### src/stepper_pkg.sv
/*
  Shared constants, field layouts and types of the stepper supervision block.
  Assumes one 250 MHz system clock and a 32-bit Avalon-MM register port.
*/
package stepper_pkg;

  // ----------------------------------------------------------------------
  // Clock and timing
  // ----------------------------------------------------------------------
  localparam int unsigned CLK_PERIOD_NS    = 4;
  localparam int unsigned TICK_NS          = 1000000;  // Millisecond time base
  localparam int unsigned TICK_CYCLES_DFLT = TICK_NS / CLK_PERIOD_NS;
  localparam int unsigned OPEN_COIL_MS     = 32;
  localparam int unsigned POR_HOLD_MS      = 4;
  localparam int unsigned WD_BASE_MS       = 32;       // Timeout step per interval code
  localparam int unsigned WD_EARLY_MS      = 16;       // Watchdog early limit
  localparam int unsigned HRST_MIN_NS      = 100;      // Hard reset least pulse
  localparam int unsigned HRST_MIN_CYC     = (HRST_MIN_NS + CLK_PERIOD_NS - 1) / CLK_PERIOD_NS;
  localparam int unsigned MS_W             = 10;
  localparam int unsigned OPEN_W           = 6;
  localparam int unsigned HRST_W           = 6;

  // ----------------------------------------------------------------------
  // Register map (byte addresses)
  // ----------------------------------------------------------------------
  localparam int unsigned  ADDR_W       = 5;
  localparam logic [4:0]   OFS_STEP_CFG = 5'h00;
  localparam logic [4:0]   OFS_CURRENT  = 5'h04;
  localparam logic [4:0]   OFS_WATCHDOG = 5'h08;
  localparam logic [4:0]   OFS_STATUS   = 5'h0C;
  localparam logic [4:0]   OFS_POSITION = 5'h10;
  localparam logic [4:0]   CUR_RST      = 5'h00;

  // ----------------------------------------------------------------------
  // Types
  // ----------------------------------------------------------------------
  typedef enum logic [2:0] {
    MODE_1_32, MODE_1_16, MODE_1_8, MODE_1_4, MODE_HALF, MODE_FULL
  } step_mode_e;

  typedef struct packed {
    logic       gain;         // bemf_gain_select: 1 divides by four
    logic       transp;       // bemf_transparent_select
    logic       pol;          // step_edge_polarity: 1 steps on falling edge
    step_mode_e mode;
  } step_cfg_s;

  typedef struct packed {
    logic [3:0] interval;     // watchdog_interval_select
    logic       en;           // watchdog_enable
  } wd_cfg_s;

  typedef struct packed {
    logic       wd_boot;
    logic       pump;
    logic       open_b;
    logic       open_a;
    logic [3:0] ovc_b;
    logic [3:0] ovc_a;
    logic       thermal_shutdown_flag;
    logic       tw;
  } fault_flags_s;

  typedef struct packed {
    logic       step;
    logic       dir;
    logic       cs_n;
    logic       hrst;
    logic       temp_warn;
    logic       temp_sd;
    logic [3:0] ovc_a;
    logic [3:0] ovc_b;
    logic       pump_low;
    logic [1:0] duty_full;
    logic       period;
    logic [1:0] izero;
  } async_in_s;

  localparam step_cfg_s STEP_CFG_RST = '0;
  localparam wd_cfg_s   WD_CFG_RST   = '0;

endpackage : stepper_pkg

### src/stepper_diag_watchdog_ctrl.sv
/*
  Step synchronisation, peak current, back-EMF control, fault latching,
  reset output and windowed watchdog of a bipolar stepper driver.
  Assumes analog detectors and pins arrive asynchronously and that
  software reaches the registers over Avalon-MM with waitrequest.
*/
// The register addresses and the Avalon-MM interface to the registers are this design's own decisions.
// Contract
// - new step mode applied on next step pulse
// - finer mode snaps position to nearest grid
// - coarser change on shared position keeps zero offset
// - coarser change off grid keeps phase offset
// - peak current change applied next regulation period
// - back-EMF sampled at every coil zero crossing
// - transparent select tracks, else holds end sample
// - gain select picks divide by two or four
// - over warning temperature sets thermal warning flag
// - shutdown temperature sets flag, drivers high impedance
// - shutdown flag clears only when cool and read
// - overcurrent latches per transistor, drivers off until cleared
// - full duty beyond limit sets coil open flag
// - pump fault reads one while pump low
// - any fault flag pulls fault output low
// - power-up holds reset output low for a while
// - enabled watchdog rewritten before timeout restarts timer
// - early or late refresh pulses reset output
// - watchdog reset sets boot-type flag
// - four-bit field selects watchdog timeout
// - held hard reset clears registers, reset output untouched
// - step edge per polarity moves translator up/down
// - status read clears flags; updates only with select high (boot-type flag here sets regardless of select)
`timescale 1ns/1ps
module stepper_diag_watchdog_ctrl
  import stepper_pkg::*;
#(
  parameter int unsigned TICK_CYCLES = TICK_CYCLES_DFLT
) (
  input  wire logic              core_clk,
  input  wire logic              srst,
  input  wire logic [ADDR_W-1:0] avs_address,
  input  wire logic              avs_read,
  input  wire logic              avs_write,
  input  wire logic [31:0]       avs_writedata,
  input  wire logic [3:0]        avs_byteenable,
  output logic      [31:0]       avs_readdata,
  output logic                   avs_waitrequest,
  input  wire logic              step_pulse_input,
  input  wire logic              step_dir,
  input  wire logic              serial_cs_n,
  input  wire logic              hard_reset_input,
  input  wire logic              temp_warn_det,
  input  wire logic              temp_shutdown_det,
  input  wire logic [3:0]        ovc_a_det,
  input  wire logic [3:0]        ovc_b_det,
  input  wire logic              pump_low_det,
  input  wire logic              duty_full_a,
  input  wire logic              duty_full_b,
  input  wire logic              pwm_period_start,
  input  wire logic              izero_a,
  input  wire logic              izero_b,
  output logic      [6:0]        translator_pos,
  output logic      [4:0]        peak_current_setting,
  output logic                   bemf_transparent_select,
  output logic                   bemf_gain_select,
  output logic                   bemf_sample,
  output logic                   drivers_hiz,
  output logic                   fault_n_o,
  output logic                   fault_n_oe,
  output logic                   reset_out_n_o,
  output logic                   reset_out_n_oe
);

  localparam int unsigned TICK_W = $clog2(TICK_CYCLES + 1);

  // ----------------------------------------------------------------------
  // Input synchronisation and edge detection
  // ----------------------------------------------------------------------
  async_in_s raw, in_s, prev_q;
  step_cfg_s step_cfg_q;

  assign raw = '{step: step_pulse_input, dir: step_dir, cs_n: serial_cs_n,
                 hrst: hard_reset_input, temp_warn: temp_warn_det,
                 temp_sd: temp_shutdown_det, ovc_a: ovc_a_det, ovc_b: ovc_b_det,
                 pump_low: pump_low_det, duty_full: {duty_full_b, duty_full_a},
                 period: pwm_period_start, izero: {izero_b, izero_a}};

  sync2 #(.W($bits(async_in_s))) u_sync (
    .core_clk (core_clk),
    .srst     (srst),
    .d        (raw),
    .q        (in_s)
  );

  always_ff @(posedge core_clk) begin
    if (srst) prev_q <= '0;
    else      prev_q <= in_s;
  end

  logic step_ev, period_ev, cs_high;
  assign step_ev   = (in_s.step ^ prev_q.step)
                     & (prev_q.step == step_cfg_q.pol);
  assign period_ev = in_s.period & ~prev_q.period;
  assign cs_high   = in_s.cs_n;

  // ----------------------------------------------------------------------
  // Hard reset qualification
  // ----------------------------------------------------------------------
  logic [HRST_W-1:0] hcnt_q;
  logic              clr_int, int_rst;

  // Short glitches on the pin do not reach the registers
  always_ff @(posedge core_clk) begin
    if (srst || !in_s.hrst)               hcnt_q <= '0;
    else if (hcnt_q != HRST_W'(HRST_MIN_CYC)) hcnt_q <= hcnt_q + HRST_W'(1);
  end
  assign clr_int = (hcnt_q == HRST_W'(HRST_MIN_CYC));
  assign int_rst = srst | clr_int;

  // ----------------------------------------------------------------------
  // Millisecond time base
  // ----------------------------------------------------------------------
  logic [TICK_W-1:0] tick_cnt_q;
  logic              tick;

  assign tick = (tick_cnt_q == TICK_W'(TICK_CYCLES - 1));
  always_ff @(posedge core_clk) begin
    if (srst || tick) tick_cnt_q <= '0;
    else              tick_cnt_q <= tick_cnt_q + TICK_W'(1);
  end

  // ----------------------------------------------------------------------
  // Avalon-MM slave: one wait state on every access
  // ----------------------------------------------------------------------
  wd_cfg_s      wd_cfg_q;
  logic [4:0]   cur_q;
  fault_flags_s flags_q, status_view;
  step_mode_e   act_mode_q;
  logic [4:0]   cur_act_q;
  logic [6:0]   pos_q;
  logic         ack_q, acc_rd, acc_wr, rd_status, wd_write;
  logic [31:0]  rd_word, readdata_q;

  assign avs_waitrequest = (avs_read | avs_write) & ~ack_q;
  assign acc_rd    = avs_read & ack_q;
  assign acc_wr    = avs_write & ack_q & avs_byteenable[0];
  assign rd_status = acc_rd & (avs_address == OFS_STATUS);
  assign wd_write  = acc_wr & (avs_address == OFS_WATCHDOG);

  always_ff @(posedge core_clk) begin
    if (srst) ack_q <= 1'b0;
    else      ack_q <= (avs_read | avs_write) & ~ack_q;
  end

  // Read mux; unmapped addresses read as zero
  always_comb begin
    rd_word = '0;
    unique case (avs_address)
      OFS_STEP_CFG: rd_word = 32'(step_cfg_q);
      OFS_CURRENT:  rd_word = 32'(cur_q);
      OFS_WATCHDOG: rd_word = 32'(wd_cfg_q);
      OFS_STATUS:   rd_word = 32'(status_view);
      OFS_POSITION: rd_word = {11'h000, cur_act_q, 5'h00, act_mode_q, 1'b0, pos_q};
      default:      rd_word = '0;
    endcase
  end

  // Data captured in the wait cycle stands at the completing edge
  always_ff @(posedge core_clk) begin
    if (srst)                       readdata_q <= '0;
    else if (avs_read && !ack_q)    readdata_q <= rd_word;
  end
  assign avs_readdata = readdata_q;

  // ----------------------------------------------------------------------
  // Control registers
  // ----------------------------------------------------------------------
  logic wd_fire;

  always_ff @(posedge core_clk) begin
    if (int_rst) begin
      step_cfg_q <= STEP_CFG_RST;
      cur_q      <= CUR_RST;
    end else if (acc_wr) begin
      if (avs_address == OFS_STEP_CFG)
        step_cfg_q <= step_cfg_s'(avs_writedata[$bits(step_cfg_s)-1:0]);
      if (avs_address == OFS_CURRENT)  cur_q <= avs_writedata[4:0];
    end
  end

  // A watchdog reset disarms the watchdog so the restarted controller
  // is not caught again before it can re-arm it
  always_ff @(posedge core_clk) begin
    if (int_rst || wd_fire) wd_cfg_q <= WD_CFG_RST;
    else if (wd_write)      wd_cfg_q <= wd_cfg_s'(avs_writedata[$bits(wd_cfg_s)-1:0]);
  end

  // ----------------------------------------------------------------------
  // Translator and step mode synchronisation
  // ----------------------------------------------------------------------
  function automatic logic [6:0] mode_inc(input step_mode_e m);
    return (m > MODE_FULL) ? (7'h01 << MODE_FULL) : (7'h01 << m);
  endfunction : mode_inc

  logic [6:0] inc_new, inc_old, mask_new, base, pos_d;
  logic       finer;

  assign inc_new  = mode_inc(step_cfg_q.mode);
  assign inc_old  = mode_inc(act_mode_q);
  assign mask_new = inc_new - 7'h01;
  assign finer    = inc_new < inc_old;

  // Finer grid: round to the nearest finer position before stepping.
  // Coarser grid: step from where we are, so an offset survives.
  always_comb begin
    base = pos_q;
    if (finer) base = (pos_q + (inc_new >> 1)) & ~mask_new;
    pos_d = in_s.dir ? base - inc_new : base + inc_new;
  end

  // The programmed mode waits for the next step edge
  always_ff @(posedge core_clk) begin
    if (int_rst) begin
      act_mode_q <= STEP_CFG_RST.mode;
      pos_q      <= '0;
    end else if (step_ev) begin
      act_mode_q <= step_cfg_q.mode;
      pos_q      <= pos_d;
    end
  end
  assign translator_pos = pos_q;

  // ----------------------------------------------------------------------
  // Peak current and back-EMF control
  // ----------------------------------------------------------------------
  always_ff @(posedge core_clk) begin
    if (int_rst)        cur_act_q <= CUR_RST;
    else if (period_ev) cur_act_q <= cur_q;
  end
  assign peak_current_setting = cur_act_q;

  // Sample strobe at the end of each zero crossing on either coil
  always_ff @(posedge core_clk) begin
    if (int_rst) bemf_sample <= 1'b0;
    else         bemf_sample <= |(prev_q.izero & ~in_s.izero);
  end
  assign bemf_transparent_select = step_cfg_q.transp;
  assign bemf_gain_select        = step_cfg_q.gain;

  // ----------------------------------------------------------------------
  // Open coil timers
  // ----------------------------------------------------------------------
  logic [OPEN_W-1:0] open_cnt_q [2];
  logic [1:0]        open_set;

  for (genvar i = 0; i < 2; i++) begin : g_open
    // Coil keeps being driven; this only observes the duty cycle
    always_ff @(posedge core_clk) begin
      if (int_rst || !in_s.duty_full[i])
        open_cnt_q[i] <= '0;
      else if (tick && open_cnt_q[i] != OPEN_W'(OPEN_COIL_MS))
        open_cnt_q[i] <= open_cnt_q[i] + OPEN_W'(1);
    end
    assign open_set[i] = (open_cnt_q[i] == OPEN_W'(OPEN_COIL_MS));
  end

  // ----------------------------------------------------------------------
  // Fault flags
  // ----------------------------------------------------------------------
  fault_flags_s set_v, clr_v;

  // Sets wait for chip select high, except the boot flag so a reset
  // cause is never lost; a set always beats a clear in the same cycle
  always_comb begin
    set_v         = '0;
    set_v.tw      = in_s.temp_warn;
    set_v.thermal_shutdown_flag     = in_s.temp_sd;
    set_v.ovc_a   = in_s.ovc_a & {4{~drivers_hiz}};
    set_v.ovc_b   = in_s.ovc_b & {4{~drivers_hiz}};
    set_v.open_a  = open_set[0];
    set_v.open_b  = open_set[1];
    set_v.pump    = in_s.pump_low;
    if (!cs_high) set_v = '0;
    set_v.wd_boot = wd_fire;
    clr_v         = rd_status ? '1 : '0;
    clr_v.thermal_shutdown_flag     = rd_status & ~in_s.temp_warn;
  end

  always_ff @(posedge core_clk) begin
    if (int_rst) flags_q <= '0;
    else         flags_q <= (flags_q & ~clr_v) | set_v;
  end

  always_comb begin
    status_view      = flags_q;
    status_view.pump = flags_q.pump | in_s.pump_low;
  end

  // Drivers open while shutdown or any overcurrent is latched
  always_ff @(posedge core_clk) begin
    if (int_rst) drivers_hiz <= 1'b0;
    else drivers_hiz <= flags_q.thermal_shutdown_flag | (|flags_q.ovc_a) | (|flags_q.ovc_b);
  end

  // Fault pin follows the flags only while chip select is high
  logic fault_q;
  always_ff @(posedge core_clk) begin
    if (int_rst)      fault_q <= 1'b0;
    else if (cs_high) fault_q <= |status_view;
  end
  assign fault_n_o  = 1'b0;
  assign fault_n_oe = fault_q;

  // ----------------------------------------------------------------------
  // Windowed watchdog
  // ----------------------------------------------------------------------
  logic [MS_W-1:0] wd_cnt_q, wd_limit;
  logic            refresh;

  assign wd_limit = MS_W'(({1'b0, wd_cfg_q.interval} + 5'h01) * WD_BASE_MS);
  assign refresh  = wd_write & avs_writedata[0] & wd_cfg_q.en;
  assign wd_fire  = wd_cfg_q.en & ~clr_int &
                    ((refresh & (wd_cnt_q < MS_W'(WD_EARLY_MS))) |
                     (wd_cnt_q == wd_limit));

  always_ff @(posedge core_clk) begin
    if (int_rst || !wd_cfg_q.en || refresh || wd_fire) wd_cnt_q <= '0;
    else if (tick)                                     wd_cnt_q <= wd_cnt_q + MS_W'(1);
  end

  // ----------------------------------------------------------------------
  // Reset output: power-up hold and watchdog pulse
  // ----------------------------------------------------------------------
  logic [MS_W-1:0] por_cnt_q;
  logic            rst_hold_q;

  // Hard reset is kept out of here so it never drives the pin
  always_ff @(posedge core_clk) begin
    if (srst) begin
      rst_hold_q <= 1'b1;
      por_cnt_q  <= '0;
    end else if (wd_fire) begin
      rst_hold_q <= 1'b1;
      por_cnt_q  <= '0;
    end else if (rst_hold_q && tick) begin
      if (por_cnt_q == MS_W'(POR_HOLD_MS - 1)) rst_hold_q <= 1'b0;
      por_cnt_q <= por_cnt_q + MS_W'(1);
    end
  end
  assign reset_out_n_o  = 1'b0;
  assign reset_out_n_oe = rst_hold_q;
endmodule : stepper_diag_watchdog_ctrl

### src/sync2.sv
/*
  Two flip-flop synchroniser for a vector of unrelated level inputs.
  Assumes each bit is sampled independently; no bus coherence is implied.
*/
`timescale 1ns/1ps
module sync2 #(
  parameter int unsigned W = 1
) (
  input  wire logic         core_clk,
  input  wire logic         srst,
  input  wire logic [W-1:0] d,
  output logic      [W-1:0] q
);

  logic [W-1:0] meta_q;

  // First stage feeds only the second stage
  always_ff @(posedge core_clk) begin
    if (srst) begin
      meta_q <= '0;
      q      <= '0;
    end else begin
      meta_q <= d;
      q      <= meta_q;
    end
  end

endmodule : sync2
### config.mk
export PLATFORM = sky130hd
export DESIGN_NAME = stepper_diag_watchdog_ctrl
export DESIGN_NICKNAME = d
export VERILOG_FILES = /design/src/stepper_pkg.sv /design/src/stepper_diag_watchdog_ctrl.sv /design/src/sync2.sv
export SDC_FILE = /design/constraint.sdc
export NUM_CORES = 1
export LEC_CHECK = 0
export ABC_AREA = 1
export BUFFER_PORTS_ARGS = -buffer_cell sky130_fd_sc_hd__buf_2
export CORE_ASPECT_RATIO = 0.8
export CORE_MARGIN = 4
export CORE_UTILIZATION = 59
export DETAILED_ROUTE_END_ITERATION = 10
export PLACE_DENSITY = 0.9
export SLEW_MARGIN = 15
export SYNTH_ARGS = -nofsm -noshare
export SYNTH_HDL_FRONTEND = slang
export SYNTH_SLANG_ARGS = --single-unit
export TNS_END_PERCENT = 5
### constraint.sdc
create_clock -name core_clk -period 5.6 [get_ports core_clk]
set_input_delay 0.56 -clock core_clk [delete_from_list [all_inputs] [get_ports core_clk]]
set_output_delay 0.56 -clock core_clk [all_outputs]
set_load 0.01 [all_outputs]
# Word-level counts from Yosys, hierarchy flattened
# Memories as Yosys holds them, arrays and structs flattened.
# Cells that the tools add are included.
[classes]
mul = 0
n_bitwise = 37
n_reduce_logical = 26
n_eq_ne = 14
n_lt_le_gt_ge = 4
shifts = 2
div_mod_pow = 0
addsub = 11
n_mux = 19
[ops]
columns = ["op", "count"]
rows = [
  ["case mux 21 bit (5 select lines)", 1],
  ["two-way mux 7 bit", 4],
  ["adder 10 x 1 -> 10 bit, second input constant", 2],
  ["adder 18 x 1 -> 18 bit, second input constant", 1],
  ["adder 6 x 1 -> 6 bit, second input constant", 3],
  ["== test 18 bit, second input constant", 1],
  ["bitwise AND 1 bit", 14],
  ["bitwise AND 14 bit", 1],
  ["two-way mux 14 bit", 1],
  ["inverter 14 bit", 1],
  ["bitwise OR 14 bit", 1],
  ["OR reduction 14 bit", 1],
  ["<< shifter 1 x 3 -> 7 bit, first input constant", 2],
  ["two-way mux 13 bit", 1],
  ["== test 6 bit, second input constant", 2],
  ["two-way mux 6 bit", 2],
  ["!= test 6 bit, second input constant", 2],
  ["== test 10 bit", 1],
  ["== test 10 x 2 -> 1 bit, second input constant", 1],
  ["== test 5 x 4 -> 1 bit, second input constant", 2],
  ["less-than comparator 10 x 5 -> 1 bit, second input constant", 1],
  ["two-way mux 1 bit", 10],
  ["bitwise AND 4 bit", 2],
  ["logical OR 1 bit", 8],
  ["25 further kinds", 48],
]
[word_totals]
mem_count = 1
output_inout_bits = 53
ramBits = 12
romBits = 0
elab_cells = 147
reg_bits = 170
inputBits = 65
latchBits = 0
[memory_table]
columns = ["memory", "words", "width", "rd", "rd_ports_with_merged_regs", "write_ports", "line", "rtl"]
rows = [
  ["open_cnt_q", 2, 6, 2, 0, 2, "stepper_diag_watchdog_ctrl.sv:252", "logic [OPEN_W-1:0] open_cnt_q [2];"],
]

# Logic depth before layout (Yosys ltp)
[logic_depth]
depth_word = 9
ltp_mapped = 22
mapped_depth_nobuf = 22

# Cells and area by module
# From an unflattened synthesis, not the netlist that was laid out.
[unflattened]
cells_unflattened = 1061
hier_area_um2 = 8070.2
[modules_own_cells]
columns = ["mod", "seq_area_each_um2", "area_per_inst_um2", "instances", "cells_each"]
rows = [
  ["stepper_diag_watchdog_ctrl", 2702.6, 6924.1, 1, 937],
  ["sync2", 800.8, 1146.1, 1, 124],
]

# Least setup slack after synthesis
# Ideal clock, no wire load.
[synth_path]
path_kind = "reg-to-reg"
from = "register step_cfg_q[1] in the netlist's numbering"
to = "register pos_q[6] (netlist: translator_pos[6])"
arrival_time_ns = 2.942
setup_slack_ns = 2.593
synth_period_minus_slack_ns = 3.007
path_buffers = 0
path_stages_with_launch = 22
setup_ns = 0.064
t_required_ns = 5.536
path_cell_list = "dfxtp_1 nor2_1 nand2_1 inv_1 ha_1 a21o_1 a21oi_1 inv_1 a21oi_1 nand3_1 o21ai_0 inv_1 ha_1 fa_1 inv_1 nand4_1 nand3_1 xor2_1 nand3_1 nand2_1 nor2_1 nor2_1"
[synth_via]
elab_chain_cells = 8
elab_cells_between_ends = 12
classes_between = "add/sub (4); order compare (2); shift (1); mux (3); bitwise (2)"
[synth_lines]
columns = ["item", "line", "rtl"]
rows = [
  ["start: declaration", "stepper_diag_watchdog_ctrl.sv:79", "step_cfg_s step_cfg_q;"],
  ["start signal: assignment", "stepper_diag_watchdog_ctrl.sv:185", "step_cfg_q <= step_cfg_s'(avs_writedata[$bits(step_cfg_s)-1:0]);"],
  ["> comparator 3 bit or << shifter 1 x 3 -> 7 bit (tied branches)", "stepper_diag_watchdog_ctrl.sv:201", "return (m > MODE_FULL) ? (7'h01 << MODE_FULL) : (7'h01 << m);"],
  ["two-way mux 7 bit *", "stepper_diag_watchdog_ctrl.sv:201", ""],
  ["subtractor 7 x 1 -> 7 bit", "stepper_diag_watchdog_ctrl.sv:209", "assign mask_new = inc_new - 7'h01;"],
  ["inverter 7 bit", "stepper_diag_watchdog_ctrl.sv:216", "if (finer) base = (pos_q + (inc_new >> 1)) & ~mask_new;"],
  ["bitwise AND 7 bit", "stepper_diag_watchdog_ctrl.sv:216", ""],
  ["two-way mux 7 bit", "stepper_diag_watchdog_ctrl.sv:216", ""],
  ["adder 7 bit or subtractor 7 bit (tied branches)", "stepper_diag_watchdog_ctrl.sv:217", "pos_d = in_s.dir ? base - inc_new : base + inc_new;"],
  ["two-way mux 7 bit *", "stepper_diag_watchdog_ctrl.sv:217", ""],
  ["end signal: assignment", "stepper_diag_watchdog_ctrl.sv:227", "pos_q <= pos_d;"],
  ["end: declaration", "stepper_diag_watchdog_ctrl.sv:139", "logic [6:0] pos_q;"],
]
# Every way passes the cells marked *; elsewhere a longest branch is shown, timed or not.
# A chain may end at the register's enable or synchronous reset.

# Worst setup path in the final report
# Same ends and word-level chain as after synthesis.

==> impl_results.md <==
* Estimated wirelength of the detail-placed design at 13.5 mm
* Result of the run: complete, no violations
* Number of buffers inserted for hold repair after clock tree synthesis at 0
* Category of the worst setup path launch point: flip-flop
* Max frequency at 269 MHz
* Worst r2r src: step_cfg_q[1]
* Data arrival time of the worst path at slightly above 4000 ps
* Number of synthesized flops with an enable pin at 12
* Complex-gate fraction of the synthesized area at 10.9%
* CTS Sinks at 169
* Post-synthesis adder-cell area fraction at 5.07%
* Detailed-route wire length per cell at between 10 and 15 µm
* Post-DRT Antenna Nets at 0
* Netlist cell types at approximately 50
* Accumulated negative setup slack at 0 ps
* Commonest cells in the netlist: nand2_1, inv_1, dfxtp_1
* Share of cells above drive strength 1 at 11.6%
* Main area contributors after synthesis: dfxtp_1, nand2_1, inv_1
* Sequential-to-total area share from yosys stat at ~43%
* Post-Place Setup Slack at around 2000 ps
* Clk pin slew, worst setup/hold paths at 70 ps
* Clock tree from TritonCTS: done
* Launch instance of the worst min-delay path: ovc_a_det[1]
* Xor-xnor portion of the synthesized cell area at 4.38%
* Setup-failing EPs final at 0
* Top cell type by total area after synthesis: dfxtp_1
* Max_cap viols at 0
* Count leader, synth: nand2_1
* Nets at 1,261
* Area growth, synth to finish at 12.5%
* Starting DRC count in detailed routing at 617
* Hold Vio Cnt, Final at 0
* Post-synth top area share at between 30% and 40%
* Worst Hold Path EP: u_sync.meta_q[11]
* Area occupied by multi-input gates at between 0.003 and 0.004 mm²
* Later-pin clock latency in the skew report at 440 ps
* Simple-gate portion of the synthesized area at 26.0%
* Crit end category: flip-flop
* Setup Skew at 9.71 ps
* Number of cells traversed by the worst register-to-register path at 21
* DR pass1 iterations at 5
* Reg-to-reg slack, setup at 1880 ps
* Total of flip-flops plus latches after synthesis at 169
* Worst path setup slack after routing at around 1900 ps
* Power Dens Cells at 281 mW/mm²
* End of the worst register-to-register path: translator_pos[6]
* Maximum VDD drop at about 0.24 mV
* Post-cts repair resize count at 0
* IO Pins at approximately 120
* Post-Route WL at approximately 19 mm
* Crit Path Max Fanout at 7
* Via count of the first global-routing pass at roughly 6,800
* Antenna cells at 0
* Hold depth at 3
* Tightest Hold Check Type: in -> reg
* Post-synthesis instance area at 0.00819 mm²
* Std-Cell Core Area at 0.0136 mm²
* Flip-flop and latch area at 0.00350 mm²
* Hold Slack at roughly 320 ps
* DRC violation count after routing at 0
* Part of the total power dissipated in combinational logic at under 10%
* Power after layout at 2590 µW
* FFs w/ async S/R, synth at 0%
* Transition time of the tightest slew-check pin at 962 ps
* Required time reported for the critical path endpoint at about 6000 ps
* Share of the cycle needed by the critical path after routing at 66.5%
* Design internal power at 1940 µW
* Maximum number of pins on one net before global-route repair at 62
* Leakage at 0.00402 µW
* Initial core utilization at 60.2%
* Std cell rows at 38
* Vertical extent of the die at 113 µm
* Switching part of the total power at about a quarter
* Count of input and output buffers at 73
* Overall overflow remaining after global route at 0
* Number of filler instances in the final layout at 1,074
* Min cycle time layout at 3720 ps
* Wire length of the first global-routing pass at 31.7 mm
* Most instantiated flip-flop cell in the synthesis netlist: dfxtp_1
* Part of the power in the clock network at 45.4%
* Combinational family with the most area after synthesis: simple AND/OR/NAND/NOR gates
* Vias at approximately 7,000
* Post-CTS setup-driven buffer insertion count at 0
* Max-slew headroom at the worst pin at about 36%
* Total clock buffers created by CTS at 17
* CTS max path bufs at 2
* Share of total power in sequential cells at 48.6%
* Die X-Extent at 140 µm
* All-Layer GR Usage at around a quarter
* RD Place Congestion at 0.922
* Utilization of the core after routing at 67.7%
* Switching power at about 640 µW
* Clock Tree Root: clkbuf_16
* Max-slew violations at 0
* Area of the die at 0.0158 mm²
* Average via count per standard cell at 5.28
* Unrepaired setup endpoints after global routing: false
* Avg Synthesized Cell Area at 7.52 µm²
* Synthesis Warnings at 0
* CTS H-tree lvls at 4
* Crit Path Category: reg -> reg
* Fraction of synthesized area in multiplexers at 0.244%
* Antenna violations before repair at 0
* Synth Instances at roughly 1,100
[sequential cells by signal, indices dropped and copies added, names as in the netlist, 3 cells and up]
| name | flops |
|---|---|
| u_sync.meta_q | 20 |
| u_sync.q | 20 |
| avs_readdata | 19 |
| tick_cnt_q | 18 |
| flags_q | 14 |
| open_cnt_q | 12 |
| por_cnt_q | 10 |
| wd_cnt_q | 10 |
| translator_pos | 7 |
| hcnt_q | 6 |
| cur_q | 5 |
| peak_current_setting | 5 |
| wd_cfg_q | 5 |
| prev_q | 4 |
| step_cfg_q | 4 |
| act_mode_q | 3 |
[logic make-up (layout without fill, tap and decap cells)]
| kind of cell | Yosys count | count (layout) |
|---|---|---|
| AO/OA/AOI/OAI | 164 | 164 |
| XOR/XNOR | 41 | 41 |
| adder cells (fa/ha/maj) | 32 | 32 |
| buffers and inverters | 205 | 277 |
| flip-flops | 169 | 169 |
| multiplexers | 2 | 2 |
| other | 2 | 18 |
| AND/OR/NAND/NOR | 474 | 474 |
[routing by layer]
layer  vias up  global-route usage (%)  part of all wire [%]
li1       3604                       -                     -
met1      3269                    32.0                    44
met2       257                    40.3                    48
met3        31                    4.36                   6.6
met4         0                    9.36                   1.8
met5         -                       0                     0
[cell type report]
cell class | count | area share (%)
Inverter | 170 | 6.93
Tap cell | 180 | 2.44
Clock buffer | 20 | 4.97
Sequential cell | 169 | 38.0
Timing Repair Buffer | 75 | 4.13
Multi-Input combinational cell | 731 | 42.2
Clock inverter | 12 | 1.34
[placed cells by master, fill, tap and decap left out, types with 3 or more instances in the layout]
| master | instances |
|---|---|
| xnor2_1 | 12 |
| nor2_1 | 132 |
| nor3b_1 | 7 |
| nor2_4 | 5 |
| nand4_1 | 13 |
| nand2_2 | 5 |
| edfxtp_1 | 12 |
| o211ai_1 | 6 |
| a31oi_1 | 8 |
| or2_2 | 5 |
| inv_6 | 5 |
| o21ai_0 | 51 |
| buf_2 | 73 |
| inv_2 | 6 |
| a21o_1 | 4 |
| nand2_1 | 208 |
| clkbuf_16 | 18 |
| nand2_4 | 3 |
| nor4_1 | 11 |
| inv_1 | 163 |
| conb_1 | 18 |
| a21oi_1 | 80 |
| nand3_1 | 53 |
| dfxtp_1 | 157 |
| o31ai_1 | 4 |
| xor2_1 | 29 |
| nor3_1 | 22 |
| ha_1 | 30 |
[critical path: stages, from the launching register on]
cell     delay (ps)
dfxtp_1         480
nor2_1          120
nand2_1         130
inv_1           110
ha_1            320
a21o_1          180
a21oi_1         160
inv_1            50
a21oi_1         420
nand3_1         120
o21ai_0         100
inv_1            60
ha_1            200
fa_1            400
inv_1           110
nand4_1         100
nand3_1         120
xor2_1          220
nand3_1         100
nand2_1          60
nor2_1           40
nor2_1           70
[how the worst max path moves through the flow]
stage                        startpoint           endpoint  slack [ps]  depth (start not counted)
after floorplan           step_cfg_q[1]  translator_pos[6]        2590                         21
after global placement    step_cfg_q[2]  translator_pos[6]        2090                         21
after detailed placement  step_cfg_q[1]  translator_pos[6]        2000                         21
after CTS                 step_cfg_q[1]  translator_pos[6]        1950                         21
after global routing      step_cfg_q[1]  translator_pos[6]        1530                         21
final                     step_cfg_q[1]  translator_pos[6]        1880                         21
[power by group through the flow]
stage          Sequential (µW)  Clock [µW]  Combinational, µW
6_report                  1260        1180                153
5_1_grt                   1260        1230                173
4_1_cts                   1260        1180                151
3_5_place_dp              1290           0                149
2_1_floorplan             1280           0                110
3_3_place_gp              1280           0                144
[stage by stage]
step,cell area (µm²),instances
after floorplan,8250,1105
after global placement,8630,1325
after detailed placement,8630,1325
after CTS,9210,1357
after global routing,9210,1357
final,9210,1357
Power figures use the tool's default switching activity.
